**src/logic/misc_ctrl_pkg.sv**
```systemverilog
package misc_ctrl_pkg;
    localparam logic [7:0] MISC_CTRL_INDEX = 8'h39;
    localparam logic [11:0] MISC_CTRL_ADDR = 12'h0e4;
    localparam logic [15:0] MISC_CTRL_RESET = 16'h0000;
    localparam logic [15:0] MISC_CTRL_WMASK = 16'h61c0;
    localparam int RSVD_TOP_BIT = 15;
    localparam int ALDO_PD_BIT = 14;
    localparam int CAL_X2_BIT = 13;
    localparam int ROUTE_BIT = 8;
    localparam int DIAG_BIT = 7;
    localparam int KEEP_GPO_BIT = 6;
    localparam logic [1:0] RESP_OKAY = 2'b00;
    localparam logic [1:0] RESP_SLVERR = 2'b10;

    typedef struct packed {
        logic analog_regulator_powerdown;
        logic calibration_range_double;
        logic pin_drive;
        logic pin_oe;
        logic osc_run;
        logic diag_run;
    } misc_out_s;
endpackage

```
**src/logic/pin_four_mux.sv**
```systemverilog
`timescale 1ns/1ps
module pin_four_mux (
    input wire logic route_en,
    input wire logic in_standby,
    input wire logic pin_four_output_enable,
    input wire logic pin_four_output_value,
    output logic oe,
    output logic value
);
    always_comb begin
        if (route_en) begin
            oe = 1'b1;
            value = ~in_standby;
        end else begin
            oe = pin_four_output_enable;
            value = pin_four_output_value;
        end
    end
endmodule

```
**src/logic/misc_standby_control_register.sv**
```systemverilog
// Chosen here: the AXI4-Lite interface to the registers.
`timescale 1ns/1ps
// Contract
// - Bit 14 powers down analog regulator.
// - Bit 13 doubles calibration string voltage.
// - Bit 8 overrides pin four output fields.
// - Routed pin four low during standby.
// - Routed pin four high while converting.
// - Unrouted pin four follows enable, value.
// - Bit 7 keeps enabled diagnostics in standby.
// - Bit 7 keeps oscillator in standby if voltage error, internal clock.
// - Otherwise oscillator stops in standby.
module misc_standby_control_register
    import misc_ctrl_pkg::*;
(
    input wire logic clk,
    input wire logic srst,
    input wire logic [11:0] s_axi_awaddr,
    input wire logic s_axi_awvalid,
    output logic s_axi_awready,
    input wire logic [31:0] s_axi_wdata,
    input wire logic [3:0] s_axi_wstrb,
    input wire logic s_axi_wvalid,
    output logic s_axi_wready,
    output logic [1:0] s_axi_bresp,
    output logic s_axi_bvalid,
    input wire logic s_axi_bready,
    input wire logic [11:0] s_axi_araddr,
    input wire logic s_axi_arvalid,
    output logic s_axi_arready,
    output logic [31:0] s_axi_rdata,
    output logic [1:0] s_axi_rresp,
    output logic s_axi_rvalid,
    input wire logic s_axi_rready,
    input wire logic in_standby,
    input wire logic diag_enabled_any,
    input wire logic voltage_error_enabled,
    input wire logic internal_osc_selected,
    input wire logic pin_four_output_enable,
    input wire logic pin_four_output_value,
    output misc_out_s ctrl_out
);
    typedef struct packed {
        logic [15:0] reg_val;
        logic aw_got;
        logic [11:0] aw_addr;
        logic w_got;
        logic [31:0] w_data;
        logic [3:0] w_strb;
        logic bvalid;
        logic [1:0] bresp;
        logic rvalid;
        logic [31:0] rdata;
        logic [1:0] rresp;
        logic awready;
        logic wready;
        logic arready;
        misc_out_s outs;
    } state_s;

    state_s st_q, st_d;
    logic mux_oe, mux_val;
    logic [15:0] wbytes;

    pin_four_mux u_mux (
        .route_en(st_q.reg_val[ROUTE_BIT]),
        .in_standby(in_standby),
        .pin_four_output_enable(pin_four_output_enable),
        .pin_four_output_value(pin_four_output_value),
        .oe(mux_oe),
        .value(mux_val)
    );

    always_comb begin
        st_d = st_q;
        wbytes = {{8{st_q.w_strb[1]}}, {8{st_q.w_strb[0]}}};
        if (s_axi_awvalid && !st_q.aw_got) begin
            st_d.aw_got = 1'b1;
            st_d.aw_addr = s_axi_awaddr;
        end
        if (s_axi_wvalid && !st_q.w_got) begin
            st_d.w_got = 1'b1;
            st_d.w_data = s_axi_wdata;
            st_d.w_strb = s_axi_wstrb;
        end
        if (st_q.aw_got && st_q.w_got && !st_q.bvalid) begin
            st_d.aw_got = 1'b0;
            st_d.w_got = 1'b0;
            st_d.bvalid = 1'b1;
            if (st_q.aw_addr[11:2] == MISC_CTRL_ADDR[11:2]) begin
                st_d.bresp = RESP_OKAY;
                // Bit 15 is never kept; software is expected to write it as zero.
                st_d.reg_val = (st_q.reg_val & ~(wbytes & MISC_CTRL_WMASK))
                    | (st_q.w_data[15:0] & wbytes & MISC_CTRL_WMASK);
            end else begin
                st_d.bresp = RESP_SLVERR;
            end
        end
        if (st_q.bvalid && s_axi_bready) begin
            st_d.bvalid = 1'b0;
        end
        if (s_axi_arvalid && !st_q.rvalid) begin
            st_d.rvalid = 1'b1;
            if (s_axi_araddr[11:2] == MISC_CTRL_ADDR[11:2]) begin
                st_d.rdata = {16'h0000, st_q.reg_val};
                st_d.rresp = RESP_OKAY;
            end else begin
                st_d.rdata = 32'h0000_0000;
                st_d.rresp = RESP_SLVERR;
            end
        end else if (st_q.rvalid && s_axi_rready) begin
            st_d.rvalid = 1'b0;
        end
        st_d.outs.analog_regulator_powerdown = st_q.reg_val[ALDO_PD_BIT];
        st_d.outs.calibration_range_double = st_q.reg_val[CAL_X2_BIT];
        st_d.outs.pin_oe = mux_oe;
        st_d.outs.pin_drive = mux_val;
        st_d.outs.diag_run = diag_enabled_any
            && (!in_standby || st_q.reg_val[DIAG_BIT]);
        // Running clocks are costly in standby, so keep the oscillator only on demand.
        st_d.outs.osc_run = !in_standby
            || (st_q.reg_val[DIAG_BIT] && voltage_error_enabled
                && internal_osc_selected);
        if (srst) begin
            st_d = '0;
            st_d.reg_val = MISC_CTRL_RESET;
            st_d.outs.osc_run = 1'b1;
        end
        // Readies live in flops of their own, so no port is driven through a gate.
        st_d.awready = !st_d.aw_got;
        st_d.wready = !st_d.w_got;
        st_d.arready = !st_d.rvalid;
    end

    always_ff @(posedge clk) begin
        st_q <= st_d;
    end

    assign s_axi_awready = st_q.awready;
    assign s_axi_wready = st_q.wready;
    assign s_axi_bvalid = st_q.bvalid;
    assign s_axi_bresp = st_q.bresp;
    assign s_axi_arready = st_q.arready;
    assign s_axi_rvalid = st_q.rvalid;
    assign s_axi_rdata = st_q.rdata;
    assign s_axi_rresp = st_q.rresp;
    assign ctrl_out = st_q.outs;
endmodule

```
**config.mk**
```make
export PLATFORM = sky130hd
export DESIGN_NAME = misc_standby_control_register
export DESIGN_NICKNAME = d
export VERILOG_FILES = /design/src/logic/misc_ctrl_pkg.sv /design/src/logic/pin_four_mux.sv /design/src/logic/misc_standby_control_register.sv
export SDC_FILE = /design/constraint.sdc
export NUM_CORES = 1
export LEC_CHECK = 0
export BUFFER_PORTS_ARGS = -buffer_cell sky130_fd_sc_hd__buf_2
export CAP_MARGIN = 20
export CORE_MARGIN = 8
export CORE_UTILIZATION = 42
export DETAILED_ROUTE_END_ITERATION = 10
export HOLD_SLACK_MARGIN = 0.02
export PLACE_DENSITY_LB_ADDON = 0.3
export SETUP_SLACK_MARGIN = 0.3
export SKIP_CTS_REPAIR_TIMING = 1
export SYNTH_ARGS = -nofsm -noshare
export SYNTH_HDL_FRONTEND = slang
export SYNTH_HIERARCHICAL = 1
export SYNTH_SLANG_ARGS = --single-unit
```
**constraint.sdc**
```tcl
create_clock -name clk -period 2.04 [get_ports clk]
set_input_delay 0.102 -clock clk [delete_from_list [all_inputs] [get_ports clk]]
set_output_delay 0.102 -clock clk [all_outputs]
set_load 0.01 [all_outputs]
```
## After elaboration in Yosys (flattened, before gate mapping)

Index checks and enable logic that the tools add are counted.
Widths: inputs -> output; s select.

- Register bits after elaboration: 113
- Input bits: 73
- Output and inout bits: 47

- Equal/unequal tests: 2
- Mux-type cells: 14
- Bitwise logic cells: 5
- Reduce and logical (&&, ||, !) cells: 22

Operators by type and width:

| cell | count |
|---|---|
| $mux 97 | 1 |
| $mux 37 | 1 |
| $mux 34 | 1 |
| $eq 10x6->1 const B | 2 |
| $mux 18 | 1 |
| $and 16x16->16 | 1 |
| $not 15->16 | 1 |
| $or 16x15->16 | 1 |
| $and 15x15->15 | 1 |
| $mux 13 | 1 |
| $logic_and 1x1->1 | 10 |
| $logic_not 1->1 | 8 |
| $mux 1 | 7 |
| $mux 3 | 1 |
| $logic_or 1x1->1 | 2 |
| $mux 2 | 1 |
| $reduce_and 2->1 | 1 |
| $reduce_or 2->1 | 1 |
| $not 1->1 | 1 |

## Depth between registers and ports, before layout

Gate-level depths: netlist of the first run.

- Word-level depth: 6
- Depth in mapped cells: 4

## Modules after synthesis

The synthesis of the first run kept the hierarchy.

Modules (own cells, without submodules):

| module | instances | cells each | area an instance (µm²) |
|---|---|---|---|
| misc_standby_control_register | 1 | 196 | 1,836.8 |
| pin_four_mux | 1 | 3 | 20.0 |

## Worst setup path before layout of the first run

No wires, ideal clock.

- Path kind: reg2reg
- Start: register st_q[93] (netlist bit)
- End: register (tool-made name)
- Library setup time: 0.072 ns
- Arrival time: 1.415 ns
- Data required time: 1.968 ns
- Slack: 0.554 ns
- Cell stages (with the launch flop): 4
- Path buffers: 0
- Clock period less this slack: 1.486 ns
- Cells stage by stage: dfxtp_1 > or4b_4 > nor4_4 > mux2i_1

RTL lines:

| what | RTL line | text |
|---|---|---|
| from (decl) | misc_standby_control_register.sv:61 | `state_s st_q, st_d;` |
| from (signal assigned) | misc_standby_control_register.sv:136 | `st_q <= st_d;` |

==> results of run 1 <==
## placed cells by master, fill, tap and decap left out, types with 2 or more instances in the layout
| master | Yosys | final |
|---|---|---|
| nand2b_1 | 3 | 3 |
| nor2_1 | 11 | 11 |
| dfxtp_1 | 42 | 42 |
| nor4_4 | 2 | 2 |
| a21oi_1 | 12 | 12 |
| inv_1 | 4 | 4 |
| conb_1 | 1 | 29 |
| o21a_1 | 2 | 2 |
| nand2_1 | 30 | 30 |
| mux2i_1 | 13 | 13 |
| dlygate4sd3_1 | 0 | 2 |
| o21ai_0 | 3 | 3 |
| o2bb2ai_1 | 5 | 5 |
| buf_2 | 0 | 57 |
| nand3_1 | 2 | 2 |
| clkbuf_8 | 0 | 5 |
| nor2b_1 | 6 | 6 |
| or3b_2 | 2 | 2 |
## critical path, stage by stage, from the launching register on
cell and delay [ns]:
dfxtp_1 0.31, or4b_4 0.58, nor4_4 0.42, mux2i_1 0.21
## where the power goes
group / internal (uW) / switching, uW / leakage (uW)
Clock: 367 / 290 / 0.0000585
Sequential: 857 / 21.2 / 0.000344
Combinational: 77.9 / 106 / 0.000631
Total: 1300 / 417 / 0.00103
## logic make-up (layout without fill, tap and decap cells)
| group | after synthesis | in the layout | synth area share |
|---|---|---|---|
| simple gates | 66 | 66 | 0.201 |
| compound gates | 24 | 24 | 0.0815 |
| buf+inv | 53 | 73 | 0.192 |
| other cells | 1 | 29 | 0.00202 |
| flops | 42 | 42 | 0.453 |
| mux | 13 | 13 | 0.0701 |
## metal layers
layer  vias to the layer above  track usage  routed length (um)
met1                       569        0.128                1560
met5                         -            0                   0
met2                        51        0.175                1770
li1                        679            -                   -
met4                         0       0.0569                  63
met3                         4       0.0411                 401
## final timing paths
path	from	endpoint	slack (ns)	cells past startpoint
worst min-delay path	s_axi_wvalid	s_axi_wready$_DFF_P_	0.02	2
worst min register to register	st_q[92]$_SDFFE_PP0P_	st_q[92]$_SDFFE_PP0P_	0.46	2
worst max register to register	st_q[93]$_SDFFE_PP0P_	flip-flop	0.45	3
worst max-delay path	st_q[93]$_SDFFE_PP0P_	flip-flop	0.45	3
## area by class of cell
type | instances | area (um2) | share of cell area
well taps | 52 | 65.1 | 0.0308
inverters | 5 | 18.8 | 0.00888
repair buffers | 60 | 313 | 0.148
flip-flops and latches | 42 | 841 | 0.398
clock inverters | 3 | 43.8 | 0.0207
clock buffers | 5 | 68.8 | 0.0325
multi-input cells | 132 | 764 | 0.362
## per-stage QoR
stage                     worst slack (ns)  cell area, um2
after floorplan                      0.554            1960
after global placement               0.465            1980
after detailed placement             0.455            1980
after CTS                            0.451            2090
after global routing                 0.365            2110
final                                0.455            2110
==> impl_metrics.ini, run 1 <==
[power]
ir_drop_mv = 0.260
power.total_uw = 1720
p_leak_uw = 0.00103
power_density_nw_per_um2 = 813

[placement]
placedCellCount = 289
io_buffer_count = 57
routabilityCongestion = 0.686
dpl.hpwl_mm = 2.92

[finish]
final_core_util = 0.492
final_nets = 319
area_delta_synth_final_pct = 13.9
drive_above_1_share = 0.296
diodes = 0
fin_cells = 299
fillers = 451

[routing]
post-route-drc-count = 0
vias_per_cell = 4.36
vias = 1303
wl_per_cell_um = 12.7
drt_iter0_markers = 44
postRouteAntennaNets = 0
route.final.wire_length_mm = 3.79
dr.pass1.iters = 4

[logic_synthesis]
syn_avg_cell_area_um2 = 9.33
synthFlopType = dfxtp_1
synth_edf_count = 0
synth_area_leaders = dfxtp_1 45%, buf_4 17%, mux2i_1 7.0%, nand2_1 6.1%, a21oi_1 3.2%
synth_top_area_cell = dfxtp_1
synth.ff_latch_count = 42
syn_inst = 199
synth_cell_types = 30
synth_seq_area_share = 0.453
synth_warnings = 6
syn_area_um2 = 1860
synth_common_cells = 42 x buf_4, 42 x dfxtp_1, 30 x nand2_1, 13 x mux2i_1, 12 x a21oi_1
synth_top_area_share = 0.453
async_flop_share = 0

[critical_path]
crit_fanout = 3
end_kind = flip-flop
worst_ep_required_time_ns = 2.27
worst_ep_arrival_time_ns = 1.81
path_class = reg2reg
cp-start-kind = flip-flop

[timing]
holdWs_ns = 0.0176
rsz0062_at_grt = false
setup_violations = 0
period_needed_ns = 1.59
worst_pin_slew_ns = 0.654
fin_skew_ns = 0.00848
hold_viol = 0
fmax_mhz = 631
maxSlewViolCount = 0
timing.final.crit_share = 0.777
final.setup.tns_ns = 0
slew_headroom = 0.563

[floorplanning]
boundaryPins = 120
die_area_um2 = 6800
core_um2 = 4290
die_width_um = 82.5
start_util = 0.432
row_count = 24
fp.dieH_um = 82.5

[cts]
numCtsBuffers = 5
insertion_delay_ns = 0.29
clock_tree.root_cell = clkbuf_8
htree_levels = 2
clk_pin_slew_ns = 0.08
cts_sinks = 42
cts_tree = done
cts_buffer_depth = 2

[min_path]
hold_path_class = in2reg

[run_status]
status = finished clean

[global_routing]
gr-total-overflow = 0
grtUsageTotal = 0.110
grt_pass1_vias = 1227
grt_start_max_net_pins = 25
grt_pass1_wl_mm = 5.69
antenna_found_initial = 0

[job]
maxCapViolCount = 0
Power figures use the tool's default switching activity.
==> run 2, diff against run 1 <==
==> constraint.sdc (replaced) <==
create_clock -name clk -period 1.7 [get_ports clk]
set_input_delay 0.085 -clock clk [delete_from_list [all_inputs] [get_ports clk]]
set_output_delay 0.085 -clock clk [all_outputs]
set_load 0.01 [all_outputs]
==> impl_metrics.ini, run 2 (same netlist as run 1, synthesis figures left out) <==
[run_status]
status = finished clean

[critical_path]
cp-start-kind = flip-flop
cp_cell_sequence = or4b_4 > nor4_4 > buf_4 > mux2i_1
crit_fanout = 3
critPathSlowestCell = or4b_4
worst_ep_required_time_ns = 1.93
max_stage_delay_ns = 0.58
end_kind = flip-flop
startpoint = st_q[93]$_SDFFE_PP0P_
r2r-start = st_q[93]$_SDFFE_PP0P_
worst_ep_arrival_time_ns = 1.68
path_class = reg2reg
path_buf_inv = 1
crit_family = simple AND/OR/NAND/NOR gates

[timing]
final.setup.tns_ns = 0
worst_pin_slew_ns = 0.671
setup_violations = 0
hold_viol = 0
fin_skew_ns = 0.0119
timing.final.crit_share = 0.851
slew_headroom = 0.552
maxSlewViolCount = 0
period_needed_ns = 1.45
rsz0062_at_grt = true
fmax_mhz = 691

[routing]
wl_per_cell_um = 12.5
postRouteAntennaNets = 0
vias_per_cell = 4.37
vias = 1336
route.final.wire_length_mm = 3.84
post-route-drc-count = 0
dr.pass1.iters = 4
drt_iter0_markers = 86

[cts]
numCtsBuffers = 5
cts_buffer_depth = 2
cts_tree = done
clock_tree.root_cell = clkbuf_8
insertion_delay_ns = 0.29
cts_sinks = 42
htree_levels = 2
clk_pin_slew_ns = 0.08

[finish]
fin_cells = 306
diodes = 0
most-common-layout-cells = 57 x buf_2, 41 x dfxtp_1, 30 x nand2_1, 29 x conb_1, 13 x mux2i_1
postLayoutCellArea_um2 = 2180
fillers = 436
final_nets = 326
layout_commonest_cell = buf_2
drive_above_1_share = 0.299
area_delta_synth_final_pct = 17.5

[placement]
placedCellCount = 289
dpl.hpwl_mm = 2.94
io_buffer_count = 57
post_dp_cell_area_um2 = 1980
routabilityCongestion = 0.697

[global_routing]
grt_pass1_wl_mm = 5.85
grt_pass1_vias = 1270
gr-total-overflow = 0
grtUsageTotal = 0.111
antenna_found_initial = 0
grt_start_max_net_pins = 25

[floorplanning]
boundaryPins = 120
die_area_um2 = 6800
row_count = 24
fp.dieH_um = 82.5
die_width_um = 82.5
start_util = 0.432
core_um2 = 4290

[job]
maxCapViolCount = 0

[power]
p_leak_uw = 0.00106
ir_drop_mv = 0.402
power_density_nw_per_um2 = 946

[min_path]
hold_path_class = in2reg
hp-start = s_axi_awvalid
-- run 2: cell type report --
type | count | area, um2 | area share
flip-flops and latches | 42 | 842 | 0.386
repair buffers | 67 | 375 | 0.172
clock buffers | 6 | 72.6 | 0.0333
well taps | 52 | 65.1 | 0.0298
multi-input cells | 132 | 769 | 0.353
clock inverters | 2 | 37.5 | 0.0172
inverters | 5 | 18.8 | 0.00861
-- run 2: metrics by stage --
step	util	total power, uW	worst slack (ns)	hold slack [ns]
6_report	0.508	2060	0.253	0.0124
5_1_grt	0.508	2160	0.186	0.0206
4_1_cts	0.488	2060	0.195	-0.0199
3_5_place_dp	0.462	1300	0.205	0.290
3_3_place_gp	0.462	1290	0.241	0.289
2_1_floorplan	-	1270	0.333	0.157
-- run 2: worst paths after layout --
path | end | slack [ns] | cells past startpoint
min reg2reg | ctrl_out[5]$_SDFF_PP0_ | 0.45 | 2
max | flip-flop | 0.25 | 4
min | s_axi_awready$_DFF_P_ | 0.01 | 2
max reg2reg | flip-flop | 0.25 | 4
-- run 2: per-layer routing --
| layer | global-route usage | vias up | share of wire |
|---|---|---|---|
| met5 | 0 | - | 0 |
| met2 | 0.189 | 50 | 0.48 |
| met3 | 0.0411 | 2 | 0.10 |
| met1 | 0.121 | 590 | 0.40 |
| li1 | - | 694 | - |
| met4 | 0.0517 | 0 | 0.010 |
-- run 2: report_power, final --
part | switching, uW | internal (uW)
Sequential | 26.3 | 1030
Combinational | 128 | 104
Clock | 337 | 438
Total | 492 | 1570
